File: config.mk
export PLATFORM = sky130hd
export DESIGN_NAME = fupd_cmd_frame
export DESIGN_NICKNAME = d
export VERILOG_FILES = /design/src/fupd_pkg.sv /design/src/fupd_cmd_frame.sv
export VERILOG_INCLUDE_DIRS = /design/src
export SDC_FILE = /design/constraint.sdc
export NUM_CORES = 1
export LEC_CHECK = 0
export BUFFER_PORTS_ARGS = -buffer_cell sky130_fd_sc_hd__buf_2
export CAP_MARGIN = 20
export CORE_MARGIN = 5
export CORE_UTILIZATION = 40
export CTS_CLUSTER_DIAMETER = 50
export DETAILED_ROUTE_END_ITERATION = 10
export GPL_TIMING_DRIVEN = 0
export PLACE_DENSITY = 0.55
export SYNTH_ARGS = -nofsm -noshare
export SYNTH_HDL_FRONTEND = slang
export SYNTH_SLANG_ARGS = --single-unit
File: constraint.sdc
create_clock -name core_clk -period 11.9 [get_ports core_clk]
set_input_delay 2.38 -clock core_clk [delete_from_list [all_inputs] [get_ports core_clk]]
set_output_delay 2.38 -clock core_clk [all_outputs]
set_load 0.02 [all_outputs]
File: src/fupd_params.svh
// offsets, field positions, codes and reset values of the flash update frame handler
// assumes byte offsets within a 64-byte header, most significant byte first
`ifndef FUPD_PARAMS_SVH
`define FUPD_PARAMS_SVH
`define FUPD_HDR_LEN 7'h40
`define FUPD_PREAMBLE 16'ha1ec
`define FUPD_VERSION 8'h03
`define FUPD_OFS_VERSION 6'h02
`define FUPD_OFS_CMD 6'h03
`define FUPD_OFS_SUB 6'h04
`define FUPD_OFS_STATUS 6'h05
`define FUPD_OFS_FLAGS 6'h06
`define FUPD_OFS_LEN 6'h08
`define FUPD_OFS_PCRC 6'h3a
`define FUPD_OFS_HCRC 6'h3e
`define FUPD_HCRC_LAST 6'h3d
`define FUPD_FLAG_SKIP_PCRC 0
`define FUPD_CRC16_POLY 16'h1021
`define FUPD_CRC16_INIT 16'h0000
`define FUPD_CRC32_POLY 32'h04c11db7
`define FUPD_CRC32_INIT 32'h0fffffff
`define FUPD_CMD_BOOT 8'h0b
`define FUPD_CMD_APP 8'h0c
`define FUPD_CMD_LENS 8'h15
`define FUPD_CMD_WIGGLE 8'h16
`define FUPD_CMD_GEOM 8'h18
`define FUPD_CMD_OVERLAY 8'h19
`define FUPD_CMD_INTRINSIC 8'h29
`define FUPD_CMD_RD_COLOR 8'h8e
`define FUPD_ST_OK 8'h00
`define FUPD_ST_BAD_HDR 8'h01
`define FUPD_ST_BAD_CMD 8'h02
`define FUPD_ST_BAD_PCRC 8'h03
`define FUPD_REG_IRQ_STATUS 4'h0
`define FUPD_REG_IRQ_MASK 4'h4
`define FUPD_REG_CTRL 4'h8
`define FUPD_REG_LAST 4'hc
`define FUPD_IRQ_DONE 0
`define FUPD_IRQ_HDR_ERR 1
`define FUPD_IRQ_PCRC_ERR 2
`define FUPD_CTRL_RESET 1'b1
`endif

File: src/fupd_pkg.sv
// types shared by the flash update frame handler
// assumes fupd_params.svh holds all numeric constants
package fupd_pkg;
    typedef enum logic [4:0]
    {
        FUPD_S_HDR = 5'b00001,
        FUPD_S_PAY = 5'b00010,
        FUPD_S_RDSUM = 5'b00100,
        FUPD_S_RESP = 5'b01000,
        FUPD_S_RDOUT = 5'b10000
    } fupd_state_e;
endpackage

File: src/fupd_cmd_frame.sv
// flash update / read-from-flash command frame handler: header check, payload
// checksum, flash target selection and 64-byte response generation
// assumes byte streams, flash port and register bus all run on core_clk
//
// Our own choices: the register offsets and strobed register access.
`timescale 1ns/1ps
`include "fupd_params.svh"

// Functional notes
// - every header starts at offset zero with the marker a1ec, high byte first.
// - byte two of each header holds protocol revision three, sent and checked.
// - the command byte picks the flash target, one distinct code per target.
// - the length field at offset eight, high byte first, counts the payload bytes.
// - the payload follows the header at offset 0x40 as a plain byte stream.
// - the payload checksum at 0x3a is a crc-32 over the payload, compared on receipt unless the skip flag, bit 0 of the flags, is set.
// - the header checksum at 0x3e is crc-ccitt from zero over bytes 2 to 0x3d.
// - subcommand and target offset fields are not used to steer the update.
// - an update response has zero length, zero payload checksum and no payload.
// - code 8e reads the colour calibration file, sent after the header with a checksum.
module fupd_cmd_frame
    import fupd_pkg::*;
#(
    parameter int LEN_W = 32
)
(
    input wire logic core_clk, // 40 MHz clock
    input wire logic reset, // async, active high
    input wire logic rx_valid, // command byte present
    input wire logic [7:0] rx_data, // command byte
    output logic rx_ready, // device takes a byte
    output logic tx_valid, // response byte present
    output logic [7:0] tx_data, // response byte
    input wire logic tx_ready, // host takes a byte
    output logic flash_wr_en, // write one flash byte
    output logic [LEN_W-1:0] flash_addr, // byte index in file
    output logic [7:0] flash_wr_data, // byte to write
    output logic [7:0] flash_target, // selected target code
    output logic flash_commit, // pulse: file complete and good
    output logic flash_abort, // pulse: file written but bad
    output logic flash_rd_en, // read one flash byte
    input wire logic [7:0] flash_rd_data, // read byte, next cycle
    input wire logic [3:0] reg_addr, // register byte address
    input wire logic [31:0] reg_wdata, // register write data
    input wire logic reg_wr, // register write strobe
    input wire logic reg_rd, // register read strobe
    output logic [31:0] reg_rdata, // read data, one cycle later
    output logic irq // level interrupt
);

    // crc-ccitt one byte, msb first
    function automatic logic [15:0] crc16_byte(input logic [15:0] c, input logic [7:0] d);
        c = c ^ {d, 8'h00};
        for (int i = 0; i < 8; i++)
            c = c[15] ? ((c << 1) ^ `FUPD_CRC16_POLY) : (c << 1);
        return c;
    endfunction

    // crc-32 one byte, msb first, no reflection and no final inversion
    function automatic logic [31:0] crc32_byte(input logic [31:0] c, input logic [7:0] d);
        c = c ^ {d, 24'h000000};
        for (int i = 0; i < 8; i++)
            c = c[31] ? ((c << 1) ^ `FUPD_CRC32_POLY) : (c << 1);
        return c;
    endfunction

    // flash update target codes
    function automatic logic is_update(input logic [7:0] c);
        return (c == `FUPD_CMD_BOOT) || (c == `FUPD_CMD_APP) || (c == `FUPD_CMD_LENS) ||
            (c == `FUPD_CMD_WIGGLE) || (c == `FUPD_CMD_GEOM) ||
            (c == `FUPD_CMD_OVERLAY) || (c == `FUPD_CMD_INTRINSIC);
    endfunction

    // response header byte by offset; target offset and reserved bytes stay zero
    function automatic logic [7:0] resp_byte(input logic [5:0] i, input logic [7:0] cmd,
        input logic [7:0] sub, input logic [7:0] st, input logic [15:0] flg,
        input logic [31:0] len, input logic [31:0] pcrc, input logic [15:0] hcrc);
        logic [511:0] v;
        v = {`FUPD_PREAMBLE, `FUPD_VERSION, cmd, sub, st, flg,
            len, 368'h0, pcrc, hcrc};
        return v[511 - 8 * i -: 8];
    endfunction

    fupd_state_e state_ff;
    logic [5:0] idx_ff; // header byte index, rx or tx
    logic [15:0] hcrc_ff, flags_ff; // running header checksum, flags
    logic [31:0] pcrc_ff, len_ff, pexp_ff; // running sum, declared length, expected sum
    logic [7:0] cmd_ff, sub_ff, hcrc_hi_ff, result_ff;
    logic hdr_bad_ff; // marker or revision mismatch
    logic [LEN_W-1:0] cnt_ff; // payload byte counter
    logic rd_pend_ff, enable_ff; // flash read data due this cycle, control enable
    logic [2:0] irq_stat_ff, irq_mask_ff, ev_set;
    logic [15:0] last_ff; // last command and result
    logic rx_take, tx_take, hdr_last, hdr_ok, pay_last, pay_bad;
    logic [31:0] pcrc_nxt, resp_len, resp_pcrc;
    logic [15:0] hcrc_rx_nxt, hcrc_tx_nxt;

    assign rx_take = rx_valid && rx_ready;
    assign tx_take = tx_valid && tx_ready;
    assign hdr_last = (state_ff == FUPD_S_HDR) && rx_take && (idx_ff == 6'h3f);
    assign pay_last = rx_take && (state_ff == FUPD_S_PAY) && (cnt_ff == LEN_W'(len_ff - 32'h1));
    assign pcrc_nxt = crc32_byte(pcrc_ff, rx_data);
    assign pay_bad = !flags_ff[`FUPD_FLAG_SKIP_PCRC] && (pcrc_nxt != pexp_ff);
    // header checksum covers offsets 2..0x3d only
    assign hcrc_rx_nxt = (idx_ff >= `FUPD_OFS_VERSION && idx_ff <= `FUPD_HCRC_LAST) ?
        crc16_byte(hcrc_ff, rx_data) : hcrc_ff;
    assign hcrc_tx_nxt = (idx_ff >= `FUPD_OFS_VERSION && idx_ff <= `FUPD_HCRC_LAST) ?
        crc16_byte(hcrc_ff, tx_data) : hcrc_ff;
    assign hdr_ok = !hdr_bad_ff && ({hcrc_hi_ff, rx_data} == hcrc_ff);
    // only a colour file read returns a payload
    assign resp_len = (cmd_ff == `FUPD_CMD_RD_COLOR && result_ff == `FUPD_ST_OK) ?
        len_ff : 32'h0;
    assign resp_pcrc = (resp_len != 32'h0) ? pcrc_ff : 32'h0;

    // header receive: field capture, marker and revision checks
    always_ff @(posedge core_clk or posedge reset)
    begin
        if (reset)
        begin
            cmd_ff <= 8'h00;
            sub_ff <= 8'h00;
            flags_ff <= 16'h0000;
            len_ff <= 32'h0;
            pexp_ff <= 32'h0;
            hcrc_hi_ff <= 8'h00;
            hdr_bad_ff <= 1'b0;
        end
        else if (state_ff == FUPD_S_HDR && rx_take)
        begin
            unique case (idx_ff)
                6'h00: hdr_bad_ff <= (rx_data != (`FUPD_PREAMBLE >> 8));
                6'h01: hdr_bad_ff <= hdr_bad_ff || (rx_data != (`FUPD_PREAMBLE & 16'h00ff));
                `FUPD_OFS_VERSION: hdr_bad_ff <= hdr_bad_ff || (rx_data != `FUPD_VERSION);
                `FUPD_OFS_CMD: cmd_ff <= rx_data;
                `FUPD_OFS_SUB: sub_ff <= rx_data; // echoed only, never steers
                6'h06: flags_ff[15:8] <= rx_data;
                6'h07: flags_ff[7:0] <= rx_data;
                6'h08, 6'h09, 6'h0a, 6'h0b: len_ff <= {len_ff[23:0], rx_data};
                6'h3a, 6'h3b, 6'h3c, 6'h3d: pexp_ff <= {pexp_ff[23:0], rx_data};
                6'h3e: hcrc_hi_ff <= rx_data;
                default: hdr_bad_ff <= hdr_bad_ff; // 0x0c..0x0f target offset unused
            endcase
        end
    end

    // main sequence: header, payload or flash read, response
    always_ff @(posedge core_clk or posedge reset)
    begin
        if (reset)
        begin
            state_ff <= FUPD_S_HDR;
            idx_ff <= 6'h00;
            hcrc_ff <= `FUPD_CRC16_INIT;
            pcrc_ff <= `FUPD_CRC32_INIT;
            result_ff <= `FUPD_ST_OK;
            cnt_ff <= '0;
            rd_pend_ff <= 1'b0;
            flash_rd_en <= 1'b0;
            tx_valid <= 1'b0;
            tx_data <= 8'h00;
            rx_ready <= 1'b0;
        end
        else
        begin
            flash_rd_en <= 1'b0;
            rd_pend_ff <= flash_rd_en;
            unique case (state_ff)
                FUPD_S_HDR:
                begin
                    rx_ready <= enable_ff;
                    if (rx_take)
                    begin
                        idx_ff <= idx_ff + 6'h1;
                        hcrc_ff <= hcrc_rx_nxt;
                    end
                    if (hdr_last)
                    begin
                        idx_ff <= 6'h00;
                        hcrc_ff <= `FUPD_CRC16_INIT;
                        pcrc_ff <= `FUPD_CRC32_INIT;
                        cnt_ff <= '0;
                        rx_ready <= 1'b0;
                        state_ff <= FUPD_S_RESP;
                        if (!hdr_ok)
                            result_ff <= `FUPD_ST_BAD_HDR;
                        else if (is_update(cmd_ff))
                        begin
                            result_ff <= `FUPD_ST_OK;
                            if (len_ff != 32'h0)
                            begin
                                state_ff <= FUPD_S_PAY;
                                rx_ready <= 1'b1;
                            end
                        end
                        else if (cmd_ff == `FUPD_CMD_RD_COLOR)
                        begin
                            result_ff <= `FUPD_ST_OK;
                            if (len_ff != 32'h0)
                                state_ff <= FUPD_S_RDSUM;
                        end
                        else
                            result_ff <= `FUPD_ST_BAD_CMD;
                    end
                end
                FUPD_S_PAY:
                begin
                    if (rx_take)
                    begin
                        cnt_ff <= cnt_ff + 1'b1;
                        pcrc_ff <= pcrc_nxt;
                    end
                    if (pay_last)
                    begin
                        rx_ready <= 1'b0;
                        state_ff <= FUPD_S_RESP;
                        // a set skip flag bypasses the compare; the bench sets it in one frame
                        if (pay_bad)
                            result_ff <= `FUPD_ST_BAD_PCRC;
                    end
                end
                FUPD_S_RDSUM:
                begin
                    // first pass sums the file so the header can carry its checksum
                    if (rd_pend_ff)
                    begin
                        pcrc_ff <= crc32_byte(pcrc_ff, flash_rd_data);
                        cnt_ff <= cnt_ff + 1'b1;
                        if (cnt_ff == LEN_W'(len_ff - 32'h1))
                            state_ff <= FUPD_S_RESP;
                    end
                    else if (!flash_rd_en)
                        flash_rd_en <= 1'b1;
                end
                FUPD_S_RESP:
                begin
                    if (!tx_valid)
                    begin
                        tx_valid <= 1'b1;
                        tx_data <= resp_byte(6'h00, cmd_ff, sub_ff, result_ff, flags_ff,
                            resp_len, resp_pcrc, hcrc_ff);
                    end
                    else if (tx_take)
                    begin
                        idx_ff <= idx_ff + 6'h1;
                        hcrc_ff <= hcrc_tx_nxt;
                        tx_data <= resp_byte(idx_ff + 6'h1, cmd_ff, sub_ff, result_ff,
                            flags_ff, resp_len, resp_pcrc, hcrc_tx_nxt);
                        if (idx_ff == 6'h3f)
                        begin
                            tx_valid <= 1'b0;
                            idx_ff <= 6'h00;
                            hcrc_ff <= `FUPD_CRC16_INIT;
                            cnt_ff <= '0;
                            state_ff <= (resp_len != 32'h0) ? FUPD_S_RDOUT : FUPD_S_HDR;
                        end
                    end
                end
                FUPD_S_RDOUT:
                begin
                    // second pass streams the file; one byte in flight at a time
                    if (rd_pend_ff)
                    begin
                        tx_valid <= 1'b1;
                        tx_data <= flash_rd_data;
                    end
                    else if (tx_take)
                    begin
                        tx_valid <= 1'b0;
                        cnt_ff <= cnt_ff + 1'b1;
                        if (cnt_ff == LEN_W'(len_ff - 32'h1))
                            state_ff <= FUPD_S_HDR;
                    end
                    else if (!tx_valid && !flash_rd_en)
                        flash_rd_en <= 1'b1;
                end
                default: state_ff <= FUPD_S_HDR;
            endcase
        end
    end

    // flash write port: payload bytes go out only after a good header
    always_ff @(posedge core_clk or posedge reset)
    begin
        if (reset)
        begin
            flash_wr_en <= 1'b0;
            flash_wr_data <= 8'h00;
            flash_addr <= '0;
            flash_target <= 8'h00;
            flash_commit <= 1'b0;
            flash_abort <= 1'b0;
        end
        else
        begin
            flash_wr_en <= (state_ff == FUPD_S_PAY) && rx_take;
            flash_wr_data <= rx_data;
            // a length-0 update commits at once; otherwise the last payload byte decides
            flash_commit <= (hdr_last && hdr_ok && is_update(cmd_ff) && len_ff == 32'h0) ||
                (pay_last && !pay_bad);
            flash_abort <= pay_last && pay_bad;
            if (state_ff == FUPD_S_PAY || state_ff == FUPD_S_RDSUM || state_ff == FUPD_S_RDOUT)
                flash_addr <= cnt_ff; // file offset, never the header offset field
            if (hdr_last && hdr_ok)
                flash_target <= cmd_ff;
        end
    end

    // interrupt events; a set in the clearing cycle wins
    assign ev_set[`FUPD_IRQ_DONE] = (state_ff == FUPD_S_RESP) && tx_take && (idx_ff == 6'h3f);
    assign ev_set[`FUPD_IRQ_HDR_ERR] = hdr_last && !hdr_ok;
    assign ev_set[`FUPD_IRQ_PCRC_ERR] = pay_last && pay_bad;

    // register writes: status w1c, mask, control
    always_ff @(posedge core_clk or posedge reset)
    begin
        if (reset)
        begin
            irq_stat_ff <= 3'h0;
            irq_mask_ff <= 3'h0;
            enable_ff <= `FUPD_CTRL_RESET;
        end
        else
        begin
            if (reg_wr && reg_addr == `FUPD_REG_IRQ_STATUS)
                irq_stat_ff <= (irq_stat_ff & ~reg_wdata[2:0]) | ev_set;
            else
                irq_stat_ff <= irq_stat_ff | ev_set;
            if (reg_wr && reg_addr == `FUPD_REG_IRQ_MASK)
                irq_mask_ff <= reg_wdata[2:0];
            if (reg_wr && reg_addr == `FUPD_REG_CTRL)
                enable_ff <= reg_wdata[0];
        end
    end

    // register reads, last result capture and interrupt output
    always_ff @(posedge core_clk or posedge reset)
    begin
        if (reset)
        begin
            reg_rdata <= 32'h0;
            last_ff <= 16'h0000;
            irq <= 1'b0;
        end
        else
        begin
            irq <= |((irq_stat_ff | ev_set) & irq_mask_ff);
            if (ev_set[`FUPD_IRQ_DONE])
                last_ff <= {cmd_ff, result_ff};
            reg_rdata <= 32'h0;
            if (reg_rd)
            begin
                unique case (reg_addr)
                    `FUPD_REG_IRQ_STATUS: reg_rdata <= {29'h0, irq_stat_ff};
                    `FUPD_REG_IRQ_MASK: reg_rdata <= {29'h0, irq_mask_ff};
                    `FUPD_REG_CTRL: reg_rdata <= {31'h0, enable_ff};
                    `FUPD_REG_LAST: reg_rdata <= {16'h0, last_ff};
                    default: reg_rdata <= 32'h0;
                endcase
            end
        end
    end

endmodule

---- Word-level counts from Yosys, hierarchy flattened ----
Cells that the tools add are included.
word-level totals
  output and inout port bits .............. 95
  register bits after elaboration ......... 323
cells by class
  $lt $le $gt $ge ......................... 2
  multiplexer cells ....................... 111
  add/subtract/negate cells ............... 4
  bitwise gates (word level) .............. 41
  shifts and indexed selects .............. 1
  eq/ne operators ......................... 55
  reductions and logical operators ........ 71
operator list
  operator               count
  $shiftx 519x33->8      1
  $mux 32                14
  $mux 27                16
  $not 14->14            16
  $mux 13                16
  $pmux 32 s5            1
  $mux 16                7
  $pmux 32 s3            1
  $mux 5                 13
  $pmux 16 s4            1
  $reduce_bool 32->1     2
  $xor 32x32->32         2
  $not 3->3              17
  $mux 8                 6
  $eq 6x6->1 const B     6
  $add 32x1->32 const B  1
  $eq 32x32->1           1
  $eq 8x5->1 const B     4
  $logic_not 32->1       1
  $ne 32x32->1           1
  $pmux 16 s2            1
  $pmux 8 s2             2
  $sub 32x1->32 const B  1
  $xor 16x16->16         2
  51 further kinds       152

---- Logic depth before layout (Yosys ltp) ----
  depth after elaboration ................. 23
  mapped depth ............................ 15
  mapped depth without buffers ............ 10

---- Least setup slack after synthesis ----
OpenSTA, ideal clock, no wires.
  path type ............................... input -> register
  from .................................... in rx_data[6]
  to ...................................... reg irq
  setup time .............................. 120 ps
  setup slack ............................. 7077 ps
  stages on the path ...................... 8
  data arrival time ....................... 4704 ps
  cell sequence ........................... clkbuf_1 > xor2_1 > xnor2_1 > xnor3_1 > or3_1 > a221oi_1 > a41oi_1 > a31o_1
between the ends
  longest elaborated chain between the ends .. 18
  elaborated cells on any way between the ends .. 24
RTL lines
  what                                                     RTL line               RTL
  from (decl)                                              fupd_cmd_frame.sv:29   input wire logic [7:0] rx_data,
  $xor 32x32->32                                           fupd_cmd_frame.sv:60   c = c ^ {d, 24'h000000};
  $mux 27                                                  fupd_cmd_frame.sv:62   c = c[31] ? ((c << 1) ^ `FUPD_CRC32_POLY) : (c << 1);
  $not 14->14 (no line) / $mux 27 (equally long branches)  -
  $mux 27 / $not 14->14 (equally long branches)            -
  $not 14->14 (no line) / $mux 27 (equally long branches)  -
  $mux 27 / $not 14->14 (equally long branches)            -
  $mux 27                                                  fupd_cmd_frame.sv:62
  $not 14->14 (no line) / $mux 27 (equally long branches)  -
  [... 2 more ...]                                         -
  $mux 27 / $not 14->14 (equally long branches)            -
  $mux 27                                                  fupd_cmd_frame.sv:62
  $ne 32x32->1                                             fupd_cmd_frame.sv:102  assign pay_bad = !flags_ff[`FUPD_FLAG_SKIP_PCRC] && (pcrc_nxt != pexp_ff);
  $logic_and 1x1->1                                        fupd_cmd_frame.sv:102
  $logic_and 1x1->1                                        fupd_cmd_frame.sv:310  assign ev_set[`FUPD_IRQ_PCRC_ERR] = pay_last && pay_bad;
  $or 3x3->3 (*)                                           fupd_cmd_frame.sv:345  irq <= |((irq_stat_ff | ev_set) & irq_mask_ff);
  $and 3x3->3 (*)                                          fupd_cmd_frame.sv:345
  $reduce_or 3->1 (*)                                      fupd_cmd_frame.sv:345
  to (signal assigned)                                     fupd_cmd_frame.sv:345
  to (decl)                                                fupd_cmd_frame.sv:47   output logic irq
Every way passes the cells marked *; elsewhere a longest branch is shown, timed or not.
A chain may end at the register's enable or synchronous reset.

---- Final worst setup path ----
  from .................................... in rx_data[6]
  to ...................................... reg irq_stat_ff[2]
between the ends
  longest elaborated chain between the ends .. 17
  elaborated cells on any way between the ends .. 20
RTL lines
  what                                                     RTL line                                      RTL
  $xor 32x32->32 (*)                                       fupd_cmd_frame.sv:60
  $mux 27 (*)                                              fupd_cmd_frame.sv:62
  $not 14->14 (no line) / $mux 27 (equally long branches)  -
  $mux 27 / $not 14->14 (equally long branches)            -
  $not 14->14 (no line) / $mux 27 (equally long branches)  -
  $mux 27 / $not 14->14 (equally long branches)            -
  $mux 27                                                  fupd_cmd_frame.sv:62
  $not 14->14 (no line) / $mux 27 (equally long branches)  -
  $mux 27 / $not 14->14 (equally long branches)            -
  $not 14->14 (no line) / $mux 27 (equally long branches)  -
  $mux 27 / $not 14->14 (equally long branches)            -
  $mux 27                                                  fupd_cmd_frame.sv:62
  $ne 32x32->1 (*)                                         fupd_cmd_frame.sv:102
  $logic_and 1x1->1 (*)                                    fupd_cmd_frame.sv:102
  $logic_and 1x1->1 (*)                                    fupd_cmd_frame.sv:310
  $or 3x3->3 (on tied branches)                            fupd_cmd_frame.sv:326, fupd_cmd_frame.sv:324
  $mux 3 (*)                                               fupd_cmd_frame.sv:323                         if (reg_wr && reg_addr == `FUPD_REG_IRQ_STATUS)
  to (signal assigned)                                     fupd_cmd_frame.sv:324                         irq_stat_ff <= (irq_stat_ff & ~reg_wdata[2:0]) | ev_set;
  to (signal assigned)                                     fupd_cmd_frame.sv:326                         irq_stat_ff <= irq_stat_ff | ev_set;
  to (decl)                                                fupd_cmd_frame.sv:91                          logic [2:0] irq_stat_ff, irq_mask_ff, ev_set;
Marks and branches as above.

==> metrics.md <==
| Metric | Value |
|---|---|
| CP Class | input pin to register |
| Max frequency | about 180 MHz |
| Starting Density | about 41% |
| TritonRoute pass-1 iters | 5 |
| # IOs | approximately 150 |
| Maximum VDD drop | approximately 0.16 mV |
| Post-CTS setup buffers | 0 |
| Most used cell, CP | xor2_1 |
| CTS Buf Count | 45 |
| Worst-margin pin slew | ~1.1 ns |
| Number of global-route vias before repair | between 15000 and 20000 |
| Clock tree root driver cell | clkbuf_16 |
| Crit share post-route | 46.2% |
| Worst endpoint required time | about 12 ns |
| # DRC | 0 |
| First-pass GRT wire length | roughly 94000 microns |
| Crit path largest cell delay | 0.89 ns |
| HP Class | register to register |
| RR Startpoint | idx_ff[0] |
| Cell taking the most area after synthesis | dfrtp_1 |
| Hold_ws | between 0.4 and 0.5 ns |
| Outcome | finished clean |
| CORE AREA | about 46000 sq um |
| Synthesis Warnings | 0 |
| Row count | between 70 and 80 |
| RSZ-0062 raised after global routing | no |
| Reg2Reg Capture Point | tx_data[2] |
| Global route overflow | 0 |
| WL per Instance | between 20 and 25 microns |
| Primary FF master, synth | dfrtp_1 |
| Setup ws final | roughly 6.4 ns |
| Placed Cells | between 2000 and 3000 |
| Post-synthesis sequential area ratio | about two fifths |
| Via Count | around 15000 |
| Nets | approximately 2100 |
| Hold-critical path depth | 0 |
| Setup slack at placement | ~5.8 ns |
| Fin crit period | around 5.5 ns |
| Via/cell ratio | about 5.7 |
| Clock buffer depth | 3 |
| Max_slew headroom | 23.4% |
| Area growth syn-to-layout | 15.7% |
| Post-synth cell types | 94 |
| Pleak | 9.58 nW |
| Ys async rst share | 100% |
| Clock Latency Late Sink | 0.57 ns |
| Post_cts resized | 0 |
| Buffers & Inverters on Critical Path | 3 |
| Global Route Usage Sum | 23.9% |
| Most frequent cell after synthesis | dfrtp_1 |
| Share of cells above drive strength 1 | 20.1% |
| DRT Wirelength | approximately 61000 microns |
| Die W | 225 microns |
| Antenna violations before repair | 1 |
| Synth top area cells | dfrtp_1, xnor2_1, mux2_2 |
| CTS tree | yes |
| Cells after synthesis | roughly 1900 |
| Max_cap viols | 0 |
| Clock Pin Slew Worst Setup and Hold Paths | around 0.060 ns |
| Reg2Reg Depth | 12 |
| Hold Path Sink | rd_pend_ff |
| Sink Count | a little under 300 |
| Antenna-violating nets left | 0 |
| Clock Skew | roughly 0.025 ns |
| Reg-to-reg slack, setup | around 7 ns |
| Fin util | a little under half |
| Crit Path Max Fanout | 5 |
| Final HPWL DP | approximately 45000 microns |
| DIE HEIGHT | 225 microns |
| Largest net degree at the start of global routing | approximately 100 |
| Worst hold start | flash_rd_en |
| Final Setup Violations | 0 |
| Gpl congestion | ~1.0 |
| Commonest cells in the synthesized netlist | dfrtp_1, nand2_1, xnor2_1 |
| CP max-delay cell | a41oi_1 |
| Pwr dens | approximately 250 nW/um^2 |
| PortBufs | 100 |
| Die footprint | between 50000 and 60000 sq um |
| Final hold violation count | 0 |
| Final max-slew violation count | 0 |
| 1st-iter DRT viols | ~1300 |
| Hold Buf Count CTS | 0 |
| Non-Filler Instances | approximately 2700 |
| Startpoint class of the critical path | input pin |
| Design Power | 5.28 mW |
| H-tree depth | 2 |
| Area of the mapped netlist | around 18000 sq um |
| Worst Path Arrival | roughly 6.0 ns |
| Cell family with the largest share of critical-path delay | XOR/XNOR gates |
| Crit-path cells | buf_2 -> clkbuf_1 -> xor2_1 -> xnor2_1 -> xnor3_1 -> xor2_1 -> and3_1 -> a41oi_1 -> clkinv_1 -> o21ai_1 |
| Worst setup EP type | register |
| Synth top area share | a little over a third |
| Post-synth EDFFs | 0 |
| Avg Inst Size Synth | 9.96 sq um |
| Yosys reg bits | between 200 and 300 |
[report_power, final]
part | switching [mW] | leakage, nW | internal [mW] | total [mW]
clock network | 0.508 | 0.713 | 0.795 | 1.30
logic | 1.62 | 5.05 | 1.07 | 2.69
registers | 0.154 | 3.81 | 1.13 | 1.28
[placed cells by master (no fill, tap or decap), types with 50 or more instances in the layout]
cell type  synthesis  final
nand3_1           50     50
nand2_1          177    177
buf_2             17    118
nor2_1           139    139
dfrtp_1          260    260
xor2_1            87     87
o21ai_0           68     68
clkbuf_1          89     95
xnor2_1          158    158
mux2_2           103    103
a21oi_1           89     89
[cell families (layout without fill, tap and decap cells)]
kind of cell             count (synthesis)  in the layout  synth area share, %
AND/OR/NAND/NOR                        576            576                 15.7
adder cells (fa/ha/maj)                  8              8                0.542
multiplexers                           171            171                 10.8
flip-flops                             290            290                 39.5
buffers and inverters                  176            362                 4.40
XOR/XNOR                               288            288                 16.7
AO/OA/AOI/OAI                          345            345                 12.3
other                                    1             22               0.0203
[registers in the layout, indices dropped and copies added, names as in the netlist, 5 cells and up]
| name | flops |
|---|---|
| cmd_ff | 8 |
| cnt_ff | 32 |
| flags_ff | 16 |
| flash_addr | 32 |
| flash_target | 8 |
| flash_wr_data | 8 |
| hcrc_ff | 16 |
| hcrc_hi_ff | 8 |
| idx_ff | 6 |
| last_ff | 10 |
| len_ff | 32 |
| pcrc_ff | 32 |
| pexp_ff | 32 |
| reg_rdata | 11 |
| state_ff | 5 |
| sub_ff | 8 |
| tx_data | 8 |
[layout make-up]
cell class | instances | area (sq um)
Clock inverter | 24 | 225
Tap cell | 600 | 751
Sequential cell | 290 | 7290
Timing Repair Buffer | 105 | 583
Clock buffer | 57 | 1250
Fill cell | 4320 | 24200
Multi-Input combinational cell | 1409 | 10400
Antenna cell | 1 | 2.50
Inverter | 27 | 109
Buffer | 149 | 712
[how the worst max path moves through the flow]
stage / from / to / cells past startpoint
finish: rx_data[6] / irq_stat_ff[2] / 10
global route: rx_data[4] / irq / 9
CTS: rx_data[6] / irq_stat_ff[2] / 10
detailed placement: rx_data[6] / irq_stat_ff[2] / 10
global placement: reset / pexp_ff[25] / 2
floorplan: reset / cmd_ff[0] / 1
[layer usage]
layer	track usage [%]	vias up	routed length (microns)
met2	37.5	586	28000
met4	8.01	0	1870
li1	-	6930	-
met5	0	-	0
met1	33.7	7542	26900
met3	4.10	117	4400
[metrics by stage]
step	setup TNS, ns	cell area (sq um)
after floorplan	0	18500
after global placement	-517.88	19800
after detailed placement	0	19900
after CTS	0	21400
after global routing	0	21400
final	0	21400
No activity file was read; power rests on OpenSTA's default activity.
